===== config.mk =====
export PLATFORM = sky130hd
export DESIGN_NAME = isp_ctrl
export DESIGN_NICKNAME = d
export VERILOG_FILES = /design/src/include/isp_pkg.sv /design/src/rtl/isp_ctrl.sv /design/src/rtl/isp_prio.sv
export VERILOG_INCLUDE_DIRS = /design/src /design/src/include
export SDC_FILE = /design/constraint.sdc
export NUM_CORES = 1
export LEC_CHECK = 0
export BUFFER_PORTS_ARGS = -buffer_cell sky130_fd_sc_hd__buf_4
export CAP_MARGIN = 10
export CORE_UTILIZATION = 58
export DETAILED_ROUTE_END_ITERATION = 10
export PLACE_DENSITY = 0.79
export SYNTH_ARGS = -nofsm -noshare
export SYNTH_HDL_FRONTEND = slang
export SYNTH_HIERARCHICAL = 1
export SYNTH_SLANG_ARGS = --single-unit

===== constraint.sdc =====
create_clock -name clock -period 3.1 [get_ports clock]
set_clock_uncertainty 0.2 [all_clocks]
set_input_delay 0.31 -clock clock [delete_from_list [all_inputs] [get_ports clock]]
set_output_delay 0.31 -clock clock [all_outputs]
set_load 0.02 [all_outputs]

===== src/include/isp_cfg.svh =====
// Offsets, field positions, reset values and codes of the status and poll block.
`ifndef ISP_CFG_SVH
`define ISP_CFG_SVH
`define ISP_ADDR_CMD 1'b0
`define ISP_ADDR_MASK 1'b1
`define ISP_INIT_BIT 4
`define ISP_SNGL_BIT 1
`define ISP_CMD_BIT 3
`define ISP_EOS_BIT 5
`define ISP_POLL_BIT 2
`define ISP_RR_BIT 1
`define ISP_RIS_BIT 0
`define ISP_SEL_PENDING 1'b0
`define ISP_SEL_SERVICE 1'b1
`define ISP_MASK_RST 8'h00
`define ISP_SERVICE_RST 8'h00
`define ISP_VECTOR_RST 8'h00
`define ISP_CASCADE_RST 8'h00
`define ISP_NO_LEVEL 3'h7
`endif


===== src/include/isp_pkg.sv =====
// Types shared by the status, poll and cascade logic.
package isp_pkg;
  // Processor bus strobes and address line, all active low but a0.
  typedef struct packed {
    logic cs_n;
    logic rd_n;
    logic wr_n;
    logic a0;
  } isp_bus_ctl_t;

  // Word returned by a poll read.
  typedef struct packed {
    logic req;
    logic [3:0] zero;
    logic [2:0] level;
  } isp_poll_word_t;

  // Initialization sequencer, Gray coded.
  typedef enum logic [1:0] {
    ISP_RUN = 2'b00,
    ISP_WAIT_VEC = 2'b01,
    ISP_WAIT_CAS = 2'b11
  } isp_init_t;

  // Acknowledge sequence, Gray coded.
  typedef enum logic [1:0] {
    ISP_ACK_IDLE = 2'b00,
    ISP_ACK_FIRST = 2'b01,
    ISP_ACK_SECOND = 2'b11
  } isp_ack_t;
endpackage : isp_pkg


===== src/rtl/isp_ctrl.sv =====
// Status readback, poll command and cascade logic of the interrupt controller.
`timescale 1ns/10ps
//
// Summary of operation
// - Pending, in-service and mask registers readable, eight bits.
// - Read-select command then address-low read returns it.
// - Read selection is remembered across reads.
// - Initialization selects pending register for reads.
// - Address-high reads, and address-high writes outside initialization, reach mask directly.
// - Read after poll acts as acknowledge, sets in-service.
// - Poll word: flag plus level; empty gives flag 0, ones.
// - Cascading reaches up to 64 levels.
// - Master-select pin high means master, low slave.
// - Master drives cascade lines; slaves sample them.
// - Master learns slave inputs; slave learns its identifier.
// - Request raised only when the top unmasked pending level outranks in-service.
// - First acknowledge puts slave identifier on cascade lines.
// - Acknowledge sets in-service bit on master and slave.
`include "isp_cfg.svh"
module isp_ctrl (
  // Clock and reset.
  input wire logic clock,
  input wire logic rst,
  // Processor bus.
  input wire isp_pkg::isp_bus_ctl_t bus_ctl,
  input wire logic [7:0] data_in,
  output logic [7:0] data_out,
  output logic data_oe_n,
  // Requests and acknowledge.
  input wire logic [7:0] request_input,
  input wire logic ack_pulse_n,
  output logic int_req,
  // Cascade.
  input wire logic master_select_pin,
  input wire logic [2:0] cascade_id_lines_in,
  output logic [2:0] cascade_id_lines_out,
  output logic cascade_id_lines_oe_n
);
  // ----------------------------------------------------------------
  // Pin synchronisers
  // ----------------------------------------------------------------
  isp_pkg::isp_bus_ctl_t ctl_s1, ctl_s2, ctl_s3;
  logic [7:0] data_s1, data_s2, req_s1, req_s2;
  logic ack_s1, ack_s2, ack_s3, master_s1, master_s2;
  logic [2:0] cas_s1, cas_s2;
  // Every pin passes two flops; the third stage feeds edge detection and the write address decode.
  always_ff @(posedge clock) begin
    if (rst) begin
      ctl_s1 <= 4'hF;
      ctl_s2 <= 4'hF;
      ctl_s3 <= 4'hF;
      ack_s1 <= 1'b1;
      ack_s2 <= 1'b1;
      ack_s3 <= 1'b1;
    end else begin
      ctl_s1 <= bus_ctl;
      ctl_s2 <= ctl_s1;
      ctl_s3 <= ctl_s2;
      ack_s1 <= ack_pulse_n;
      ack_s2 <= ack_s1;
      ack_s3 <= ack_s2;
    end
  end
  // Data, requests and cascade pins carry no reset.
  always_ff @(posedge clock) begin
    data_s1 <= data_in;
    data_s2 <= data_s1;
    req_s1 <= request_input;
    req_s2 <= req_s1;
    master_s1 <= master_select_pin;
    master_s2 <= master_s1;
    cas_s1 <= cascade_id_lines_in;
    cas_s2 <= cas_s1;
  end
  // Strobe edges: reads act on the falling edge, writes on the rising.
  logic rd_fall, wr_rise, ack_fall, ack_rise, cmd_write, mask_write;
  logic init_start;
  assign rd_fall = !ctl_s2.cs_n && !ctl_s2.rd_n && ctl_s3.rd_n;
  assign wr_rise = !ctl_s3.cs_n && !ctl_s3.wr_n && ctl_s2.wr_n;
  assign ack_fall = !ack_s2 && ack_s3;
  assign ack_rise = ack_s2 && !ack_s3;
  assign cmd_write = wr_rise && (ctl_s3.a0 == `ISP_ADDR_CMD);
  assign init_start = cmd_write && data_s2[`ISP_INIT_BIT];
  // ----------------------------------------------------------------
  // Registers and initialization
  // ----------------------------------------------------------------
  isp_pkg::isp_init_t init_reg;
  isp_pkg::isp_ack_t ack_reg;
  logic [7:0] pending_reg, level_mask_reg, in_service_reg, in_service_next;
  logic [7:0] vector_reg, cascade_cfg_reg, data_out_reg;
  logic [2:0] ack_level_reg, cas_out_reg;
  logic single_reg, read_sel_reg, poll_armed_reg, int_req_reg;
  logic drive_rd_reg, drive_vec_reg, cas_drive_reg;
  logic hit;
  logic [2:0] hit_level;
  assign mask_write = wr_rise && (ctl_s3.a0 == `ISP_ADDR_MASK)
                      && (init_reg == isp_pkg::ISP_RUN);
  // Sequencer: start word, vector word, cascade word unless single.
  always_ff @(posedge clock) begin
    if (rst) begin
      init_reg <= isp_pkg::ISP_RUN;
      single_reg <= 1'b1;
      vector_reg <= `ISP_VECTOR_RST;
      cascade_cfg_reg <= `ISP_CASCADE_RST;
    end else if (init_start) begin
      init_reg <= isp_pkg::ISP_WAIT_VEC;
      single_reg <= data_s2[`ISP_SNGL_BIT];
    end else if (wr_rise && ctl_s3.a0 == `ISP_ADDR_MASK) begin
      case (init_reg)
        isp_pkg::ISP_WAIT_VEC: begin
          vector_reg <= data_s2;
          init_reg <= single_reg ? isp_pkg::ISP_RUN : isp_pkg::ISP_WAIT_CAS;
        end
        isp_pkg::ISP_WAIT_CAS: begin
          cascade_cfg_reg <= data_s2;
          init_reg <= isp_pkg::ISP_RUN;
        end
        default: init_reg <= isp_pkg::ISP_RUN;
      endcase
    end
  end
  // Mask register, cleared by the start word, written at address high.
  always_ff @(posedge clock) begin
    if (rst || init_start) begin
      level_mask_reg <= `ISP_MASK_RST;
    end else if (mask_write) begin
      level_mask_reg <= data_s2;
    end
  end
  // Read selection and poll arming from the command word.
  always_ff @(posedge clock) begin
    if (rst || init_start) begin
      read_sel_reg <= `ISP_SEL_PENDING;
      poll_armed_reg <= 1'b0;
    end else if (cmd_write && data_s2[`ISP_CMD_BIT]) begin
      if (data_s2[`ISP_RR_BIT]) begin
        read_sel_reg <= data_s2[`ISP_RIS_BIT];
      end
      poll_armed_reg <= data_s2[`ISP_POLL_BIT];
    end else if (rd_fall) begin
      poll_armed_reg <= 1'b0;
    end
  end
  a_select_default: assert property (@(posedge clock) disable iff (rst)
    init_start |=> read_sel_reg == `ISP_SEL_PENDING)
    else $error("selection not reset to pending");
  a_poll_one_shot: assert property (@(posedge clock) disable iff (rst)
    rd_fall && poll_armed_reg && !cmd_write |=> !poll_armed_reg)
    else $error("poll stayed armed after read");
  // Pending levels follow the request pins.
  always_ff @(posedge clock) begin
    pending_reg <= rst ? 8'h00 : req_s2;
  end
  // Priority resolver shared by request output, poll and acknowledge.
  isp_prio prio_u (
    .pending(pending_reg),
    .mask(level_mask_reg),
    .in_service(in_service_reg),
    .hit(hit),
    .level(hit_level)
  );
  // In-service: end-of-service clears the lowest set bit, the highest-priority level; a set wins.
  always_comb begin
    in_service_next = in_service_reg;
    if (cmd_write && !data_s2[`ISP_CMD_BIT] && data_s2[`ISP_EOS_BIT]) begin
      in_service_next = in_service_reg & (in_service_reg - 8'h01);
    end
    if (hit && ((rd_fall && poll_armed_reg) ||
        (ack_fall && ack_reg == isp_pkg::ISP_ACK_IDLE))) begin
      in_service_next[hit_level] = 1'b1;
    end
  end
  always_ff @(posedge clock) begin
    in_service_reg <= (rst || init_start) ? `ISP_SERVICE_RST : in_service_next;
  end
  a_poll_sets_svc: assert property (@(posedge clock) disable iff (rst)
    rd_fall && poll_armed_reg && hit && !init_start
    |=> in_service_reg[$past(hit_level)])
    else $error("poll did not set in-service");
  a_poll_empty_keep: assert property (@(posedge clock) disable iff (rst)
    rd_fall && poll_armed_reg && !hit && !cmd_write
    && !(ack_fall && ack_reg == isp_pkg::ISP_ACK_IDLE)
    |=> $stable(in_service_reg))
    else $error("empty poll changed in-service");
  // Request output to the processor or to the master.
  always_ff @(posedge clock) begin
    int_req_reg <= rst ? 1'b0 : hit;
  end
  assign int_req = int_req_reg;
  a_request_rank: assert property (@(posedge clock) disable iff (rst)
    hit ##1 hit |-> int_req)
    else $error("request output not raised");
  // ----------------------------------------------------------------
  // Acknowledge, cascade and read data
  // ----------------------------------------------------------------
  logic is_master, slave_input, responsible;
  assign is_master = master_s2;
  assign slave_input = is_master && !single_reg
                       && cascade_cfg_reg[ack_level_reg];
  // Only the addressed controller places the vector.
  assign responsible = single_reg || (is_master && !slave_input)
                       || (!is_master && cas_s2 == cascade_cfg_reg[2:0]);
  // Two pulse sequence; the first freezes the level.
  always_ff @(posedge clock) begin
    if (rst) begin
      ack_reg <= isp_pkg::ISP_ACK_IDLE;
      ack_level_reg <= `ISP_NO_LEVEL;
      cas_out_reg <= 3'h0;
      cas_drive_reg <= 1'b0;
    end else begin
      case (ack_reg)
        isp_pkg::ISP_ACK_IDLE: begin
          if (ack_fall) begin
            ack_reg <= isp_pkg::ISP_ACK_FIRST;
            ack_level_reg <= hit_level;
          end
        end
        isp_pkg::ISP_ACK_FIRST: begin
          if (!cas_drive_reg && slave_input) begin
            cas_out_reg <= ack_level_reg;
            cas_drive_reg <= 1'b1;
          end
          if (ack_fall) begin
            ack_reg <= isp_pkg::ISP_ACK_SECOND;
          end
        end
        isp_pkg::ISP_ACK_SECOND: begin
          if (ack_rise) begin
            ack_reg <= isp_pkg::ISP_ACK_IDLE;
            cas_drive_reg <= 1'b0;
          end
        end
        default: ack_reg <= isp_pkg::ISP_ACK_IDLE;
      endcase
    end
  end
  assign cascade_id_lines_out = cas_out_reg;
  assign cascade_id_lines_oe_n = !(cas_drive_reg && is_master);
  a_cascade_drive: assert property (@(posedge clock) disable iff (rst)
    ack_reg == isp_pkg::ISP_ACK_FIRST && slave_input && is_master
    |=> !cascade_id_lines_oe_n && cascade_id_lines_out == $past(ack_level_reg))
    else $error("cascade lines not driven");
  // Poll word: request flag, zero padding, then the level code.
  isp_pkg::isp_poll_word_t poll_word;
  assign poll_word = '{req: hit, zero: 4'h0, level: hit_level};
  // Data word loads on the strobe edge and is driven while it lasts.
  always_ff @(posedge clock) begin
    if (rst) begin
      data_out_reg <= 8'h00;
      drive_rd_reg <= 1'b0;
      drive_vec_reg <= 1'b0;
    end else begin
      if (rd_fall) begin
        drive_rd_reg <= 1'b1;
        if (poll_armed_reg) begin
          data_out_reg <= poll_word;
        end else if (ctl_s2.a0 == `ISP_ADDR_MASK) begin
          data_out_reg <= level_mask_reg;
        end else if (read_sel_reg == `ISP_SEL_SERVICE) begin
          data_out_reg <= in_service_reg;
        end else begin
          data_out_reg <= pending_reg;
        end
      end else if (ctl_s2.rd_n || ctl_s2.cs_n) begin
        drive_rd_reg <= 1'b0;
      end
      if (ack_fall && ack_reg == isp_pkg::ISP_ACK_FIRST && responsible) begin
        drive_vec_reg <= 1'b1;
        data_out_reg <= {vector_reg[7:3], ack_level_reg};
      end else if (ack_s2) begin
        drive_vec_reg <= 1'b0;
      end
    end
  end
  assign data_out = data_out_reg;
  assign data_oe_n = !(drive_rd_reg || drive_vec_reg);
  a_poll_empty_word: assert property (@(posedge clock) disable iff (rst)
    rd_fall && poll_armed_reg && !hit |=> data_out_reg == 8'h07)
    else $error("empty poll word wrong");
  a_poll_hit_word: assert property (@(posedge clock) disable iff (rst)
    rd_fall && poll_armed_reg && hit
    |=> data_out_reg[7] && data_out_reg[2:0] == $past(hit_level))
    else $error("poll word level wrong");
  a_mask_read_back: assert property (@(posedge clock) disable iff (rst)
    rd_fall && !poll_armed_reg && ctl_s2.a0 && !ack_fall
    |=> data_out_reg == $past(level_mask_reg) ##1 !data_oe_n)
    else $error("mask readback wrong");
endmodule : isp_ctrl


===== src/rtl/isp_prio.sv =====
// Fixed priority resolver: level 0 highest, level 7 lowest.
`timescale 1ns/10ps
`include "isp_cfg.svh"
module isp_prio (
  // Register contents.
  input wire logic [7:0] pending,
  input wire logic [7:0] mask,
  input wire logic [7:0] in_service,
  // Result.
  output logic hit,
  output logic [2:0] level
);
  // Returns a found flag and the index of the lowest set bit.
  function automatic logic [3:0] first_set(input logic [7:0] v);
    first_set = {1'b0, `ISP_NO_LEVEL};
    for (int i = 7; i >= 0; i--) begin
      if (v[i]) begin
        first_set = {1'b1, 3'(i)};
      end
    end
  endfunction : first_set

  logic [3:0] req;
  logic [3:0] svc;

  // A request wins only if it outranks every level in service.
  always_comb begin
    req = first_set(pending & ~mask);
    svc = first_set(in_service);
    hit = req[3] && (!svc[3] || (req[2:0] < svc[2:0]));
    level = hit ? req[2:0] : `ISP_NO_LEVEL;
  end
endmodule : isp_prio


# After elaboration in Yosys (flattened, before gate mapping)
# Index checks and enable logic that the tools add are counted.
# W data, S select, Z words.
# classes
add_sub_neg,1
magnitude_cmp,4
n_eq_ne,9
muxes,45
bitwise_logic,6
reduce_logical,63
# op_table
op,n
$mux W4,16
$mux W8,7
$logic_and A1 B1 Y1,26
$and A8 B8 Y8,2
$logic_not A1 Y1,14
$mux W1,12
$reduce_and A3 Y1,4
$reduce_bool A2 Y1,6
$mux W2,5
$lt A3 B4 Y1 const B,2
$ne A2 B2 Y1 const B,4
$not A8 Y8,1
$or A8 B8 Y8,1
$sub A8 B1 Y8 const B,1
$logic_or A1 B1 Y1,7
$pmux W2 S3,1
$reduce_and A2 Y1,3
$eq A2 B1 Y1 const B,2
$eq A2 B2 Y1 const B,2
$logic_not A2 Y1,2
$bmux W1 S3,1
$demux W1 S3,1
$eq A3 B3 Y1,1
$ge A3 B1 Y1 const B,1
other kinds (5),6
# word_totals
reg_bits,120
inputBits,27
out_inout_bits,14
wordCells,169

# Longest topological paths before layout
# logic_depth
ltp_word,20
depth_mapped,13
depth_no_buf,13

# Hierarchy
# Netlist, hierarchy kept.
# modules_own_cells
mod,n_inst,cells_per_inst,area_each_um2,seq_area_each_um2
isp_ctrl,1,369,3971.3,2342.2
isp_prio,1,43,306.5,0.0

# Worst setup path after synthesis
# No wires, ideal clock.
# synth_path
path_kind,register -> register
start,reg pending_reg[0]
end,reg in_service_reg[3]
setup_ps,70
arrival_ps,2546
t_required_ps,2830
path_slack_ps,284
stages_incl_launch_ff,10
path_buffers,0
synth_period_minus_slack_ps,2816
path_cell_list,dfxtp_1 nor2b_1 a2111oi_2 ha_1 a211o_2 o21bai_2 o211a_1 o211ai_1 or3b_2 a21oi_1
# synth_between
elab_chain_cells,12
word_cells_on_any_way,14
cone_classes,order compare (3); mux (5); bitwise (2); reduce/logical (4)
# synth_rtl
element,line,source
"start, declared",isp_ctrl.sv:89,"logic [7:0] pending_reg, level_mask_reg, in_service_reg, in_service_next;"
"start signal, assigned",isp_ctrl.sv:152,pending_reg <= rst ? 8'h00 : req_s2;
$and A8 B8 Y8 *,isp_prio.sv:28,req = first_set(pending & ~mask);
$mux W4 *,isp_prio.sv:17,if (v[i]) begin
$lt A3 B3 Y1,isp_prio.sv:30,hit = req[3] && (!svc[3] || (req[2:0] < svc[2:0]));
$logic_or A1 B1 Y1,isp_prio.sv:30,
$logic_and A1 B1 Y1 *,isp_prio.sv:30,
via hit,isp_ctrl.sv:94,logic hit;
$mux W3 (no line),n/a,
$lt A3 B4 Y1 (implied by the code) / $ge A3 B1 Y1 (equally long branches),isp_ctrl.sv:170,in_service_next[hit_level] = 1'b1;
$logic_and A1 B1 Y1 (implied by the code),isp_ctrl.sv:170,
$mux W1 (implied by the code),isp_ctrl.sv:170,
$demux W1 S3,isp_ctrl.sv:170,
$or A8 B8 Y8 (no line),n/a,
$mux W8 *,isp_ctrl.sv:168,if (hit && ((rd_fall && poll_armed_reg) ||
"end signal, assigned",isp_ctrl.sv:174,in_service_reg <= (rst || init_start) ? `ISP_SERVICE_RST : in_service_next;
"end, declared",isp_ctrl.sv:89,
# The timed path passes the listed nets; every way through them passes the cells marked *.
# A chain may end at the register's enable or synchronous reset.

# Worst setup path in the final report
# layout_path
start,reg in_service_reg[3]
end,reg in_service_reg[3]
# layout_between
elab_chain_cells,14
word_cells_on_any_way,20
cone_classes,add/sub (1); order compare (3); mux (9); bitwise (2); reduce/logical (5)
# layout_rtl
element,line
$mux W4 * (4 in a row),isp_prio.sv:17
$lt A3 B3 Y1 / $logic_not A1 Y1 (equally long branches),isp_prio.sv:30
$logic_or A1 B1 Y1 *,isp_prio.sv:30
$logic_and A1 B1 Y1 *,isp_prio.sv:30
via hit,isp_ctrl.sv:94
$mux W3 (no line),n/a
$lt A3 B4 Y1 (implied by the code) / $ge A3 B1 Y1 (equally long branches),isp_ctrl.sv:170
$logic_and A1 B1 Y1 (implied by the code),isp_ctrl.sv:170
$mux W1 (implied by the code),isp_ctrl.sv:170
$demux W1 S3,isp_ctrl.sv:170
$or A8 B8 Y8 (no line),n/a
$mux W8 *,isp_ctrl.sv:168
# Marks and branches as above.

==> reports/qor.txt <==
ANT cells = 0
Non-filler cells, final = 597
Largest area contributor in the netlist = dfxtp_1
Final TNS setup = 0 ns
Worst setup path endpoint = in_service_reg[3]$_SDFF_PP0_
CTS sink count = 117
Core area = 0.00694 mm^2
Initial Util = 0.616
Largest cells by area after synthesis = dfxtp_1, mux2i_1, nor2_1
R2R depth = 8
IO Pins = 41
Fraction of registers with async set/reset = 0
Critical-path cell list = or4_4, ha_1, a211o_2, o21bai_4, o211a_4, o211ai_1, or3b_2, a21oi_1
Layout cell share with drive strength beyond 1 = 0.230
Worst-Margin Slew = 0.837 ns
Synth top area share = 0.548
Mean Syn Cell Area = 10.4 um^2
Pleak = 2.25 nW
Filler cells = 413
Outcome = finished clean
Setup Crit Path Kind = reg2reg
Worst-path fanout max = 6
Peak supply drop = 0.689 mV
Post-synthesis cell area = 0.00428 mm^2
Gpl congestion = 0.901
Total track usage = 0.299
Critical path capture point type = flop
PortBufs = 40
Setup-failing EPs final = 0
Period minus WS final = 2.99 ns
HP Class = in2reg
Die area = 0.00772 mm^2
RR Endpoint = in_service_reg[3]$_SDFF_PP0_
Number of flops mapped to enable cells by yosys = 0
Slew headroom = 0.440
Slowest stage delay, CP = 0.56 ns
Reg-to-reg critical path startpoint = in_service_reg[3]$_SDFF_PP0_
Crit path launch = in_service_reg[3]$_SDFF_PP0_
Required time of the critical path = 3.32 ns
Area Growth Syn to Fin = 30.8%
Most common cell in the synthesized netlist = dfxtp_1
Ys flop type = dfxtp_1
Via count = 3334
Initial DRC Count = 249
H-tree levels = 4
CTS tree = built
Max-slew violation count = 0
1st-pass router iterations = 4
Drc violations = 0
Global-route wire length before repair = 16.6 mm
Vias in the first global route = 3284
F_max = 334 MHz
Worst-case clock buffer depth = 2
PD cells = 670 mW/mm^2
WL/cell = 17.4 um
Site row count = 30
R2R setup slack = 0.11 ns
Busiest layer in global routing = met2
Slowest cell on crit path = or4_4
DPL Wire Length = 6.44 mm
Crit share post-route = 0.965
Number of buffers created by CTS = 17
Yosys cell types = 57
Grt met1 use = 0.358
Met3 usage = 0.0971
YS warnings = 6
Worst-path clk slew = 0.06 ns
Total power = 3.75 mW
Largest net degree at the start of global routing = 69
Met2 usage = 0.486
Commonest cells in the synthesized netlist = dfxtp_1, nor2_1, mux2i_1
Die Ht = 87.9 um
Worst setup SP type = flop
Syn_nets = 441
Vias/cell = 5.58
Max_cap viols = 0
Arr. time, crit path = 3.21 ns
Synthesized flop and latch total = 117
Final Net Count = 518
GR Overflow Total = 0
Synthesized netlist cell count = 412
Placed insts = 538
Worst-Skew Late Latency = 0.51 ns
Initial antenna violation count = 0
Routed Antenna Nets = 0
Post-synthesis sequential area ratio = 0.548
Root Buffer = clkbuf_8
Die Wd = 87.9 um
Post-Route WL = 10.4 mm
Hold Fails Final Rpt = 0
Fin util = 0.806
## cells in the final DEF (no fill, tap or decap), types with 10 or more instances in the layout
cell / synthesis / final
clkbuf_16: 0 / 16
nor2b_1: 23 / 20
a21oi_1: 11 / 10
nand2_1: 24 / 23
nand2b_1: 11 / 11
dlygate4sd3_1: 0 / 25
o21ai_0: 16 / 16
nor2_1: 44 / 44
or2_2: 15 / 15
dfxtp_1: 117 / 116
mux2i_1: 41 / 41
buf_4: 0 / 50
## worst min path at each step
stage,start,endpoint,slack [ns],cells past startpoint
2_1_floorplan,cas_s1[0]$_DFF_P_,cas_s2[0]$_DFF_P_,0.11,0
3_3_place_gp,req_s1[3]$_DFF_P_,req_s2[3]$_DFF_P_,0.11,0
3_5_place_dp,data_s1[4]$_DFF_P_,data_s2[4]$_DFF_P_,0.11,0
4_1_cts,rst,cascade_cfg_reg[1]$_SDFFE_PP0P_,0.06,2
5_1_grt,rst,cascade_cfg_reg[0]$_SDFFE_PP0P_,0.09,2
6_report,rst,cascade_cfg_reg[0]$_SDFFE_PP0P_,0.07,2
## per-stage QoR
| stage | worst slack (ns) | hold slack (ns) | area, um^2 |
|---|---|---|---|
| 4_1_cts | 0.0425 | 0.0650 | 5540 |
| 5_1_grt | -0.0120 | 0.0943 | 5600 |
| 2_1_floorplan | 0.284 | 0.110 | 4280 |
| 6_report | 0.110 | 0.0722 | 5600 |
| 3_5_place_dp | -0.0229 | 0.112 | 4690 |
| 3_3_place_gp | 0.138 | 0.110 | 4690 |
## cells by family (layout without fill, tap and decap cells)
logic type | count (synthesis) | count (layout) | synth area share
fa+ha+maj | 3 | 3 | 0.00819
flops | 117 | 117 | 0.548
mux | 42 | 42 | 0.0986
xor+xnor | 3 | 3 | 0.00614
buf+inv | 26 | 115 | 0.0231
simple gates | 149 | 149 | 0.193
compound gates | 72 | 72 | 0.123
## what timing repair did
action	4_1_cts	5_1_grt
endpoints found under the setup margin	2	6
pin swaps	0	2
endpoints found under the hold margin	25	0
gates resized for setup	1	8
hold buffers	25	0
setup buffers	0	3
## final cells by class
| class | instances | area (um^2) | area share |
|---|---|---|---|
| clock inverters | 11 | 150 | 0.0268 |
| repair buffers | 75 | 626 | 0.112 |
| inverters | 9 | 33.8 | 0.00604 |
| well taps | 96 | 120 | 0.0215 |
| multi-input cells | 269 | 1880 | 0.336 |
| clock buffers | 20 | 445 | 0.0796 |
| flip-flops and latches | 117 | 2340 | 0.419 |
## power by group
| group | switching [mW] | total, mW | internal, mW |
|---|---|---|---|
| Clock | 0.686 | 1.95 | 1.26 |
| Sequential | 0.0371 | 1.59 | 1.56 |
| Combinational | 0.101 | 0.208 | 0.108 |
| Total | 0.824 | 3.75 | 2.93 |
## critical path: cells and delay by family, from the launching register on
| kind | cells | cell delay, ns |
|---|---|---|
| and+or+nand+nor | 2 | 1.03 |
| AOI/OAI and AO/OA | 5 | 1.00 |
| DFF | 1 | 0.34 |
| adders and majority gates | 1 | 0.32 |
## per-layer routing
metal	part of all wire	up-vias
li1	-	1607
met1	0.43	1586
met2	0.49	111
met3	0.053	30
met4	0.030	0
met5	0	-
Power figures use the tool's default switching activity.
